[src/rtl/dhb_map.vh]
`ifndef DHB_MAP_VH
`define DHB_MAP_VH
// ****************************************
// Timing constants
// ****************************************
`define DHB_CLK_HZ            10000000
// Times in nanoseconds, as printed
`define DHB_BLANK_NS          1800
`define DHB_OFF_NS            20000
`define DHB_DEG_NS            2800
`define DHB_RETRY_NS          1600000
// Cycle counts at the 100 ns clock, counter width
`define DHB_BLANK_CYC         16'h0012
`define DHB_OFF_CYC           16'h00C8
`define DHB_DEG_CYC           16'h001C
`define DHB_RETRY_CYC         16'h3E80
`define DHB_CNT_W             16
// ****************************************
// Input and chop state encodings
// ****************************************
`define DHB_TRI_LOW           2'h0
`define DHB_TRI_HIGH          2'h1
`define DHB_TRI_Z             2'h2
`define DHB_ST_ON             2'h0
`define DHB_ST_OFF            2'h1
`define DHB_ST_TRIP           2'h2
`define DHB_ST_RETRY          2'h3
`endif

[src/rtl/dhb_chop.v]
`timescale 1ns/1ps
// ****************************************
// Per-bridge chopping and overcurrent sequencer
// ****************************************
module dhb_chop (
  // Clock and reset
  input  wire       sys_clk,
  input  wire       rst,
  // Control
  input  wire       run,
  input  wire       sense_trip,
  input  wire       ocp_raw,
  // Status
  output wire       drive_en,
  output wire       ocp_fault
);
`include "dhb_map.vh"
  localparam [`DHB_CNT_W-1:0] BLANK_N = `DHB_BLANK_CYC;
  localparam [`DHB_CNT_W-1:0] OFF_N   = `DHB_OFF_CYC;
  localparam [`DHB_CNT_W-1:0] DEG_N   = `DHB_DEG_CYC;
  localparam [`DHB_CNT_W-1:0] RETRY_N = `DHB_RETRY_CYC;
  localparam [`DHB_CNT_W-1:0] ONE     = 16'h0001;

  reg [1:0]            st_reg;
  reg [1:0]            st_next;
  reg [`DHB_CNT_W-1:0] cnt_reg;
  reg [`DHB_CNT_W-1:0] cnt_next;
  reg [`DHB_CNT_W-1:0] deg_reg;
  reg [`DHB_CNT_W-1:0] deg_next;

  assign drive_en  = (st_reg == `DHB_ST_ON);
  assign ocp_fault = (st_reg == `DHB_ST_RETRY);

  always @(posedge sys_clk) begin
    if (rst) begin
      st_reg  <= `DHB_ST_ON;
      cnt_reg <= 16'h0000;
      deg_reg <= 16'h0000;
    end else begin
      st_reg  <= st_next;
      cnt_reg <= cnt_next;
      deg_reg <= deg_next;
    end
  end

  always @* begin
    st_next  = st_reg;
    cnt_next = cnt_reg;
    deg_next = 16'h0000;
    if (!run) begin
      st_next  = `DHB_ST_ON;
      cnt_next = 16'h0000;
    end else begin
      // Deglitch counter runs while indication persists
      if (ocp_raw && st_reg != `DHB_ST_RETRY)
        deg_next = (deg_reg == DEG_N) ? deg_reg : deg_reg + ONE;
      case (st_reg)
        `DHB_ST_ON: begin
          if (cnt_reg < BLANK_N)
            cnt_next = cnt_reg + ONE;
          if (deg_next == DEG_N) begin
            st_next  = `DHB_ST_RETRY;
            cnt_next = 16'h0000;
          end else if (cnt_reg >= BLANK_N && sense_trip) begin
            st_next  = `DHB_ST_OFF;
            cnt_next = 16'h0000;
          end
        end
        `DHB_ST_OFF: begin
          cnt_next = cnt_reg + ONE;
          if (deg_next == DEG_N) begin
            st_next  = `DHB_ST_RETRY;
            cnt_next = 16'h0000;
          end else if (cnt_reg == OFF_N - ONE) begin
            st_next  = `DHB_ST_ON;
            cnt_next = 16'h0000;
          end
        end
        `DHB_ST_RETRY: begin
          cnt_next = cnt_reg + ONE;
          if (cnt_reg == RETRY_N - ONE) begin
            st_next  = `DHB_ST_ON;
            cnt_next = 16'h0000;
          end
        end
        default: begin
          st_next  = `DHB_ST_ON;
          cnt_next = 16'h0000;
        end
      endcase
    end
  end
endmodule // dhb_chop

[src/rtl/dhb_top.v]
// Behaviour
// - Each bridge maps its inputs 00 coast, 01 reverse, 10 forward, 11 brake.
// - First-bridge inputs are three-level and a floating input is its own state.
// - Outside parallel mode a floating first-bridge input holds that bridge's outputs.
// - Parallel mode is entered only when both first-bridge inputs float at reset or wake.
// - In parallel mode only the second bridge's inputs steer both bridges.
// - Parallel mode stays until a wake sees both first-bridge inputs driven; a reset clears it unless both float.
// - A chop trip turns drive off for the 20 us off time, then a new cycle starts.
// - After drive turns on, the sense comparator is ignored for 1.8 us.
// - Each on phase ended by a chop trip lasts at least the blanking interval.
// - The trip is the comparator decision of sense voltage above reference over 6.6.
// - Overcurrent counts only after it persists for 2.8 us.
// - After overcurrent the bridge stays disabled for 1.6 ms before retrying.
// - Overcurrent disables only the affected bridge (both bridges in parallel mode) and pulls the fault flag low.
// - The fault flag is not latched and releases once operation resumes.
// - Sleep low turns off the regulator and puts all outputs in high impedance.
`timescale 1ns/1ps
module dhb_top (
  // Clock and reset
  input  wire sys_clk,
  input  wire rst,
  // First bridge tri-level inputs, high and low detectors
  input  wire bridge_a_ctrl_first_hi,
  input  wire bridge_a_ctrl_first_lo,
  input  wire bridge_a_ctrl_second_hi,
  input  wire bridge_a_ctrl_second_lo,
  // Second bridge inputs
  input  wire bridge_b_ctrl_first,
  input  wire bridge_b_ctrl_second,
  // Sleep pin
  input  wire sleep_request_low,
  // Chop comparators and overcurrent indications
  input  wire current_sense_node_a_trip,
  input  wire current_sense_node_b_trip,
  input  wire ocp_a_raw,
  input  wire ocp_b_raw,
  // Bridge A outputs
  output reg  bridge_a_drive_first_out,
  output reg  bridge_a_drive_first_oe,
  output reg  bridge_a_drive_second_out,
  output reg  bridge_a_drive_second_oe,
  // Bridge B outputs
  output reg  bridge_b_drive_first_out,
  output reg  bridge_b_drive_first_oe,
  output reg  bridge_b_drive_second_out,
  output reg  bridge_b_drive_second_oe,
  // Open-drain fault flag
  output reg  fault_flag_low_out,
  output reg  fault_flag_low_oe,
  // Regulator enable and mode status
  output reg  internal_regulator_out_en,
  output reg  parallel_mode
);
`include "dhb_map.vh"
  // ****************************************
  // Input synchronisers
  // ****************************************
  wire [1:0] a1_lvl;
  wire [1:0] a2_lvl;
  reg  [1:0] b1_sync_reg;
  reg  [1:0] b2_sync_reg;
  reg  [1:0] slp_sync_reg;
  reg  [1:0] sa_sync_reg;
  reg  [1:0] sb_sync_reg;
  reg  [1:0] oa_sync_reg;
  reg  [1:0] ob_sync_reg;
  reg        awake_reg;
  reg        mode_pend_reg;
  reg        par_reg;
  reg        par_next;
  reg  [1:0] a_hold_reg;
  reg  [1:0] a_hold_next;

  dhb_tri_in u_tri_a1 (
    .sys_clk   (sys_clk),
    .rst       (rst),
    .pin_high  (bridge_a_ctrl_first_hi),
    .pin_low   (bridge_a_ctrl_first_lo),
    .level_reg (a1_lvl)
  );

  dhb_tri_in u_tri_a2 (
    .sys_clk   (sys_clk),
    .rst       (rst),
    .pin_high  (bridge_a_ctrl_second_hi),
    .pin_low   (bridge_a_ctrl_second_lo),
    .level_reg (a2_lvl)
  );

  // Bridge B levels
  always @(posedge sys_clk) begin
    if (rst) begin
      b1_sync_reg <= 2'h0;
      b2_sync_reg <= 2'h0;
    end else begin
      b1_sync_reg <= {b1_sync_reg[0], bridge_b_ctrl_first};
      b2_sync_reg <= {b2_sync_reg[0], bridge_b_ctrl_second};
    end
  end

  // Sleep pin
  always @(posedge sys_clk) begin
    if (rst) begin
      slp_sync_reg <= 2'h0;
    end else begin
      slp_sync_reg <= {slp_sync_reg[0], sleep_request_low};
    end
  end

  // Chop comparators
  always @(posedge sys_clk) begin
    if (rst) begin
      sa_sync_reg <= 2'h0;
      sb_sync_reg <= 2'h0;
    end else begin
      sa_sync_reg <= {sa_sync_reg[0], current_sense_node_a_trip};
      sb_sync_reg <= {sb_sync_reg[0], current_sense_node_b_trip};
    end
  end

  // Overcurrent indications
  always @(posedge sys_clk) begin
    if (rst) begin
      oa_sync_reg <= 2'h0;
      ob_sync_reg <= 2'h0;
    end else begin
      oa_sync_reg <= {oa_sync_reg[0], ocp_a_raw};
      ob_sync_reg <= {ob_sync_reg[0], ocp_b_raw};
    end
  end

  wire awake   = slp_sync_reg[1];
  wire a_float = (a1_lvl == `DHB_TRI_Z) && (a2_lvl == `DHB_TRI_Z);
  wire a_drven = (a1_lvl != `DHB_TRI_Z) && (a2_lvl != `DHB_TRI_Z);

  // ****************************************
  // Parallel mode capture at reset release and wake
  // ****************************************
  // Sampling waits until the tri-level samplers have settled
  reg [2:0] settle_reg;
  wire      settled = (settle_reg == 3'h4);

  always @(posedge sys_clk) begin
    if (rst) begin
      awake_reg     <= 1'b0;
      mode_pend_reg <= 1'b1;
      settle_reg    <= 3'h0;
      par_reg       <= 1'b0;
    end else begin
      awake_reg <= awake;
      if (!settled)
        settle_reg <= settle_reg + 3'h1;
      if (awake && !awake_reg)
        mode_pend_reg <= 1'b1;
      else if (mode_pend_reg && settled && awake)
        mode_pend_reg <= 1'b0;
      par_reg <= par_next;
    end
  end

  always @* begin
    par_next = par_reg;
    if (mode_pend_reg && settled && awake) begin
      if (a_float)
        par_next = 1'b1;
      else if (a_drven)
        par_next = 1'b0;
    end
  end

  // ****************************************
  // Command decode
  // ****************************************
  wire [1:0] b_cmd = {b1_sync_reg[1], b2_sync_reg[1]};
  wire [1:0] a_new = {(a1_lvl == `DHB_TRI_HIGH), (a2_lvl == `DHB_TRI_HIGH)};
  wire       a_any_z = (a1_lvl == `DHB_TRI_Z) || (a2_lvl == `DHB_TRI_Z);

  always @* begin
    a_hold_next = a_hold_reg;
    if (par_reg)
      a_hold_next = b_cmd;
    else if (!a_any_z)
      a_hold_next = a_new;
  end

  always @(posedge sys_clk) begin
    if (rst)
      a_hold_reg <= 2'h0;
    else
      a_hold_reg <= a_hold_next;
  end

  // ****************************************
  // Chopping and overcurrent
  // ****************************************
  wire en_a;
  wire en_b;
  wire flt_a;
  wire flt_b;
  wire trip_a = par_reg ? (sa_sync_reg[1] | sb_sync_reg[1]) : sa_sync_reg[1];

  dhb_chop u_chop_a (
    .sys_clk    (sys_clk),
    .rst        (rst),
    .run        (awake),
    .sense_trip (trip_a),
    .ocp_raw    (oa_sync_reg[1]),
    .drive_en   (en_a),
    .ocp_fault  (flt_a)
  );

  dhb_chop u_chop_b (
    .sys_clk    (sys_clk),
    .rst        (rst),
    .run        (awake),
    .sense_trip (sb_sync_reg[1]),
    .ocp_raw    (ob_sync_reg[1]),
    .drive_en   (en_b),
    .ocp_fault  (flt_b)
  );

  // Shared chop in parallel mode, a fault on either bridge disables both bridges
  wire go_a = par_reg ? (en_a && !flt_b) : en_a;
  wire go_b = par_reg ? (en_a && !flt_b) : en_b;

  // ****************************************
  // Output stage
  // ****************************************
  // Drive codes {first_out, first_oe, second_out, second_oe}
  localparam [3:0] DRV_COAST   = 4'h0;
  localparam [3:0] DRV_REVERSE = 4'h7;
  localparam [3:0] DRV_FORWARD = 4'hD;
  localparam [3:0] DRV_BRAKE   = 4'h5;

  reg  [3:0] a_drv;
  reg  [3:0] b_drv;
  wire       a_live = go_a && awake;
  wire       b_live = go_b && awake;

  // Bridge A decode from held command
  always @* begin
    if (!a_live) begin
      a_drv = DRV_COAST;
    end else begin
      case (a_hold_next)
        2'h0:    a_drv = DRV_COAST;
        2'h1:    a_drv = DRV_REVERSE;
        2'h2:    a_drv = DRV_FORWARD;
        2'h3:    a_drv = DRV_BRAKE;
        default: a_drv = DRV_COAST;
      endcase
    end
  end

  // Bridge B decode
  always @* begin
    if (!b_live) begin
      b_drv = DRV_COAST;
    end else begin
      case (b_cmd)
        2'h0:    b_drv = DRV_COAST;
        2'h1:    b_drv = DRV_REVERSE;
        2'h2:    b_drv = DRV_FORWARD;
        2'h3:    b_drv = DRV_BRAKE;
        default: b_drv = DRV_COAST;
      endcase
    end
  end

  // Bridge A output registers
  always @(posedge sys_clk) begin
    if (rst) begin
      bridge_a_drive_first_out  <= 1'b0;
      bridge_a_drive_first_oe   <= 1'b0;
      bridge_a_drive_second_out <= 1'b0;
      bridge_a_drive_second_oe  <= 1'b0;
    end else begin
      bridge_a_drive_first_out  <= a_drv[3];
      bridge_a_drive_first_oe   <= a_drv[2];
      bridge_a_drive_second_out <= a_drv[1];
      bridge_a_drive_second_oe  <= a_drv[0];
    end
  end

  // Bridge B output registers
  always @(posedge sys_clk) begin
    if (rst) begin
      bridge_b_drive_first_out  <= 1'b0;
      bridge_b_drive_first_oe   <= 1'b0;
      bridge_b_drive_second_out <= 1'b0;
      bridge_b_drive_second_oe  <= 1'b0;
    end else begin
      bridge_b_drive_first_out  <= b_drv[3];
      bridge_b_drive_first_oe   <= b_drv[2];
      bridge_b_drive_second_out <= b_drv[1];
      bridge_b_drive_second_oe  <= b_drv[0];
    end
  end

  // Status registers
  always @(posedge sys_clk) begin
    if (rst) begin
      fault_flag_low_out        <= 1'b0;
      fault_flag_low_oe         <= 1'b0;
      internal_regulator_out_en <= 1'b0;
      parallel_mode             <= 1'b0;
    end else begin
      fault_flag_low_out        <= 1'b0;
      fault_flag_low_oe         <= flt_a | flt_b;
      internal_regulator_out_en <= awake;
      parallel_mode             <= par_reg;
    end
  end
endmodule // dhb_top

[src/rtl/dhb_tri_in.v]
`timescale 1ns/1ps
// ****************************************
// Tri-level input sampler
// ****************************************
module dhb_tri_in (
  // Clock and reset
  input  wire       sys_clk,
  input  wire       rst,
  // Pin detectors
  input  wire       pin_high,
  input  wire       pin_low,
  // Decoded level
  output reg  [1:0] level_reg
);
`include "dhb_map.vh"
  reg [1:0] hi_sync_reg;
  reg [1:0] lo_sync_reg;
  reg [1:0] level_next;

  always @(posedge sys_clk) begin
    if (rst) begin
      hi_sync_reg <= 2'h0;
      lo_sync_reg <= 2'h0;
      level_reg   <= `DHB_TRI_LOW;
    end else begin
      hi_sync_reg <= {hi_sync_reg[0], pin_high};
      lo_sync_reg <= {lo_sync_reg[0], pin_low};
      level_reg   <= level_next;
    end
  end

  // Neither detector set means floating
  always @* begin
    if (hi_sync_reg[1])
      level_next = `DHB_TRI_HIGH;
    else if (lo_sync_reg[1])
      level_next = `DHB_TRI_LOW;
    else
      level_next = `DHB_TRI_Z;
  end
endmodule // dhb_tri_in

[config.mk]
export PLATFORM = sky130hd
export DESIGN_NAME = dhb_top
export DESIGN_NICKNAME = d
export VERILOG_FILES = /design/src/rtl/dhb_chop.v /design/src/rtl/dhb_top.v /design/src/rtl/dhb_tri_in.v
export VERILOG_INCLUDE_DIRS = /design/src /design/src/rtl
export SDC_FILE = /design/constraint.sdc
export NUM_CORES = 1
export LEC_CHECK = 0
export ABC_CLOCK_PERIOD_IN_PS = 3300
export BUFFER_PORTS_ARGS = -buffer_cell sky130_fd_sc_hd__buf_2
export CORE_UTILIZATION = 35
export DETAILED_ROUTE_END_ITERATION = 7
export SYNTH_ARGS = -nofsm -noshare
export SYNTH_HDL_FRONTEND = slang
export SYNTH_HIERARCHICAL = 1
export SYNTH_SLANG_ARGS = --single-unit
[constraint.sdc]
create_clock -name sys_clk -period 3.3 [get_ports sys_clk]
set_clock_uncertainty 0.1 [all_clocks]
set_input_delay 0.66 -clock sys_clk [delete_from_list [all_inputs] [get_ports sys_clk]]
set_output_delay 0.66 -clock sys_clk [all_outputs]
set_load 0.1 [all_outputs]
==> flow_metrics.env <==
export IMPL_run_status="completed"
export IMPL_setup_viol=0
export IMPL_leakage_uw=0.00207
export IMPL_cts_htree_levels=3
export IMPL_first_pass_iters=4
export IMPL_antenna_cells=0
export IMPL_finalMaxSlewViolations=0
export IMPL_grt_overflow=0
export IMPL_start_util_pct=36.4
export IMPL_rsz0062_at_grt="false"
export IMPL_vias=4471
export IMPL_antenna_found_initial=0
export IMPL_internal_power_uw=1940
export IMPL_clk_pin_slew_ns=0.07
export IMPL_grt_pass1_wl_microns=19500
export IMPL_mostFrequentLayoutCell="dfxtp_1"
export IMPL_wl_microns=11200
export IMPL_min_period_ns=2.85
export IMPL_fp_dieW_microns=129
export IMPL_insertion_delay_ns=0.36
export IMPL_io_pins=25
export IMPL_slew_headroom_pct=12.5
export IMPL_syn_num_nets=665
export IMPL_synth_async_reset_ratio_pct=0
export IMPL_fin_nets=674
export IMPL_die_area_sq_mm=0.0166
export IMPL_ant_nets=0
export IMPL_grt_max_degree=23
export IMPL_min_path_type="flip-flop to flip-flop"
export IMPL_max_vdd_ir_drop_mv=0.356
export IMPL_postSynthCellCount=640
export IMPL_path_class="flip-flop to flip-flop"
export IMPL_cts_setup_buffers=0
export IMPL_seq_power_share_pct=54.4
export IMPL_cts_tree="built"
export IMPL_p_per_area_mw_per_mm2=408
export IMPL_portBuffers=23
export IMPL_clockPowerShare_pct=42.4
export IMPL_track_usage_pct=14.7
export IMPL_core_area_sq_mm=0.0154
export IMPL_fmax_mhz=351
export IMPL_fillers=1592
export IMPL_synth_top_cell_area_share_pct=39.2
export IMPL_worst_ep_arrival_time_ns=3.03
export IMPL_hold_ws_ns=0.298
export IMPL_cts_sinks=110
export IMPL_critPathMaxFanout=16
export IMPL_switching_share_pct=22.4
export IMPL_endpoint_kind="flip-flop"
export IMPL_tightest_slew_ns=1.30
export IMPL_synth_seq_cells=110
export IMPL_seq_area_sq_mm=0.00220
export IMPL_remaining_drc_errors=0
export IMPL_fp_row_count=45
export IMPL_syn2layout_area_growth_pct=9.38
export IMPL_synthTopCellsByArea="dfxtp_1, nor2_1, nor2b_1"
export IMPL_cts_buffer_depth=2
export IMPL_routedWlPerCell_microns=13.0
export IMPL_synth_cell_types=69
export IMPL_tns_ns=0
export IMPL_die_h_microns=129
export IMPL_synth_edf_count=0
export IMPL_grt_pass1_vias=4140
export IMPL_required_ns=3.48
export IMPL_netlist_area_sq_mm=0.00562
export IMPL_yosysSeqAreaShare_pct=39.2
export IMPL_synth_top_area_cell="dfxtp_1"
export IMPL_multi_input_area_sq_mm=0.00315
export IMPL_drive_above_1_share_pct=13.8
export IMPL_cts_buffers=9
export IMPL_dp_hpwl_microns=7940
export IMPL_synth_flop_cell="dfxtp_1"
export IMPL_viasPerCell=5.17
export IMPL_layout_common_cells="dfxtp_1, nor2_1, nand2_1, nor2b_1, nand3_1"
export IMPL_cap_violations=0
export IMPL_finalCritPeriodShare_pct=86.3
export IMPL_fin_util_pct=39.8
export IMPL_hold_viol_final=0
export IMPL_cp_start_kind="flip-flop"
export IMPL_place_congestion=0.841
export IMPL_drt_iter0_markers=294
export IMPL_combPwrFrac_pct=3.2
export IMPL_synth_avg_cell_area_sq_um=8.77
export IMPL_synth_warnings=6
export IMPL_root_buffer="clkbuf_16"
export IMPL_net_switching_power_uw=561
[power groups by stage]
stage	Clock (uW)	Sequential (uW)	Combinational (uW)
2_1_floorplan	0	1390	56.7
3_3_place_gp	0	1390	79.1
3_5_place_dp	0	1390	81.2
4_1_cts	1110	1360	81.5
5_1_grt	1150	1360	91.9
6_report	1060	1360	80.2
[metal layers]
metal	track usage [%]	vias up	wire length, microns
li1	-	2307	-
met1	19.6	2094	5720
met2	22.6	54	5000
met3	2.37	16	263
met4	7.89	0	251
met5	0	-	0
[cells by family (layout without fill, tap and decap cells)]
| group | after synthesis | after routing | share of synthesized area [%] |
|---|---|---|---|
| simple gates | 326 | 326 | 33.4 |
| flops | 110 | 110 | 39.2 |
| compound gates | 107 | 107 | 14.4 |
| buf+inv | 51 | 65 | 4.99 |
| xor+xnor | 29 | 29 | 4.52 |
| fa+ha+maj | 12 | 12 | 2.67 |
| mux | 4 | 4 | 0.713 |
| other cells | 1 | 1 | 0.0668 |
[cell usage after synthesis, types with 3 or more instances]
cell,number
mux2i_1,4
clkbuf_1,14
inv_1,20
ha_1,12
and4_1,4
nor3_1,19
and3b_1,4
buf_2,4
dfxtp_1,110
xnor2_1,21
a211oi_1,4
nand3_1,31
a21oi_1,30
xor2_1,8
or3_4,4
nor2_1,69
o41ai_1,3
nand2b_1,8
and2b_2,4
and2_2,4
o21ai_0,17
nor2b_1,36
and3_1,8
nand2_1,38
buf_6,4
nand4_1,20
or3_1,12
a21o_1,5
and2_1,12
nand3b_1,10
or4_1,4
a31oi_1,14
nor3b_2,3
or2_2,4
nor4_1,14
buf_4,5
[path summary, 6_finish.rpt]
kind,start,end,slack [ns],depth (start not counted)
min,u_tri_a2/lo_sync_reg[1],u_tri_a2/level_reg[1],0.30,1
min reg2reg,u_tri_a2/lo_sync_reg[1],u_tri_a2/level_reg[1],0.30,1
max reg2reg,u_chop_a/cnt_reg[10],u_chop_a/cnt_reg[12],0.45,8
max,u_chop_a/cnt_reg[10],u_chop_a/cnt_reg[12],0.45,8
[cell type report]
type | count | share of cell area (%)
tap | 211 | 4.30
multi-input combinational | 479 | 51.3
sequential | 110 | 35.9
clock buffer | 11 | 4.11
inverter | 20 | 1.22
clock inverter | 5 | 0.652
timing repair buffer | 29 | 2.61
[timing repair]
item	in CTS	in global routing
endpoints found under the setup margin	0	14
gates resized for setup	0	1
hold buffers	0	0
[metrics by stage]
stage / instances / total power, uW / area [sq um] / setup WS, ns
after floorplan: 640 / 1450 / 5620 / 0.655
after global placement: 849 / 1470 / 5850 / 0.443
after detailed placement: 849 / 1470 / 5850 / 0.318
after CTS: 865 / 2550 / 6140 / 0.312
after global routing: 865 / 2610 / 6140 / 0.135
final: 865 / 2500 / 6140 / 0.452
[worst max-delay path: stages, from the launching register on]
cell and delay, ns:
dfxtp_1 0.39, or4_1 0.49, or4_4 0.47, nor4_1 0.34
nor4_2 0.22, buf_4 0.21, nor4_1 0.30, a31oi_1 0.08
a21oi_1 0.17
Note: power is estimated with default switching activity, not from simulation.
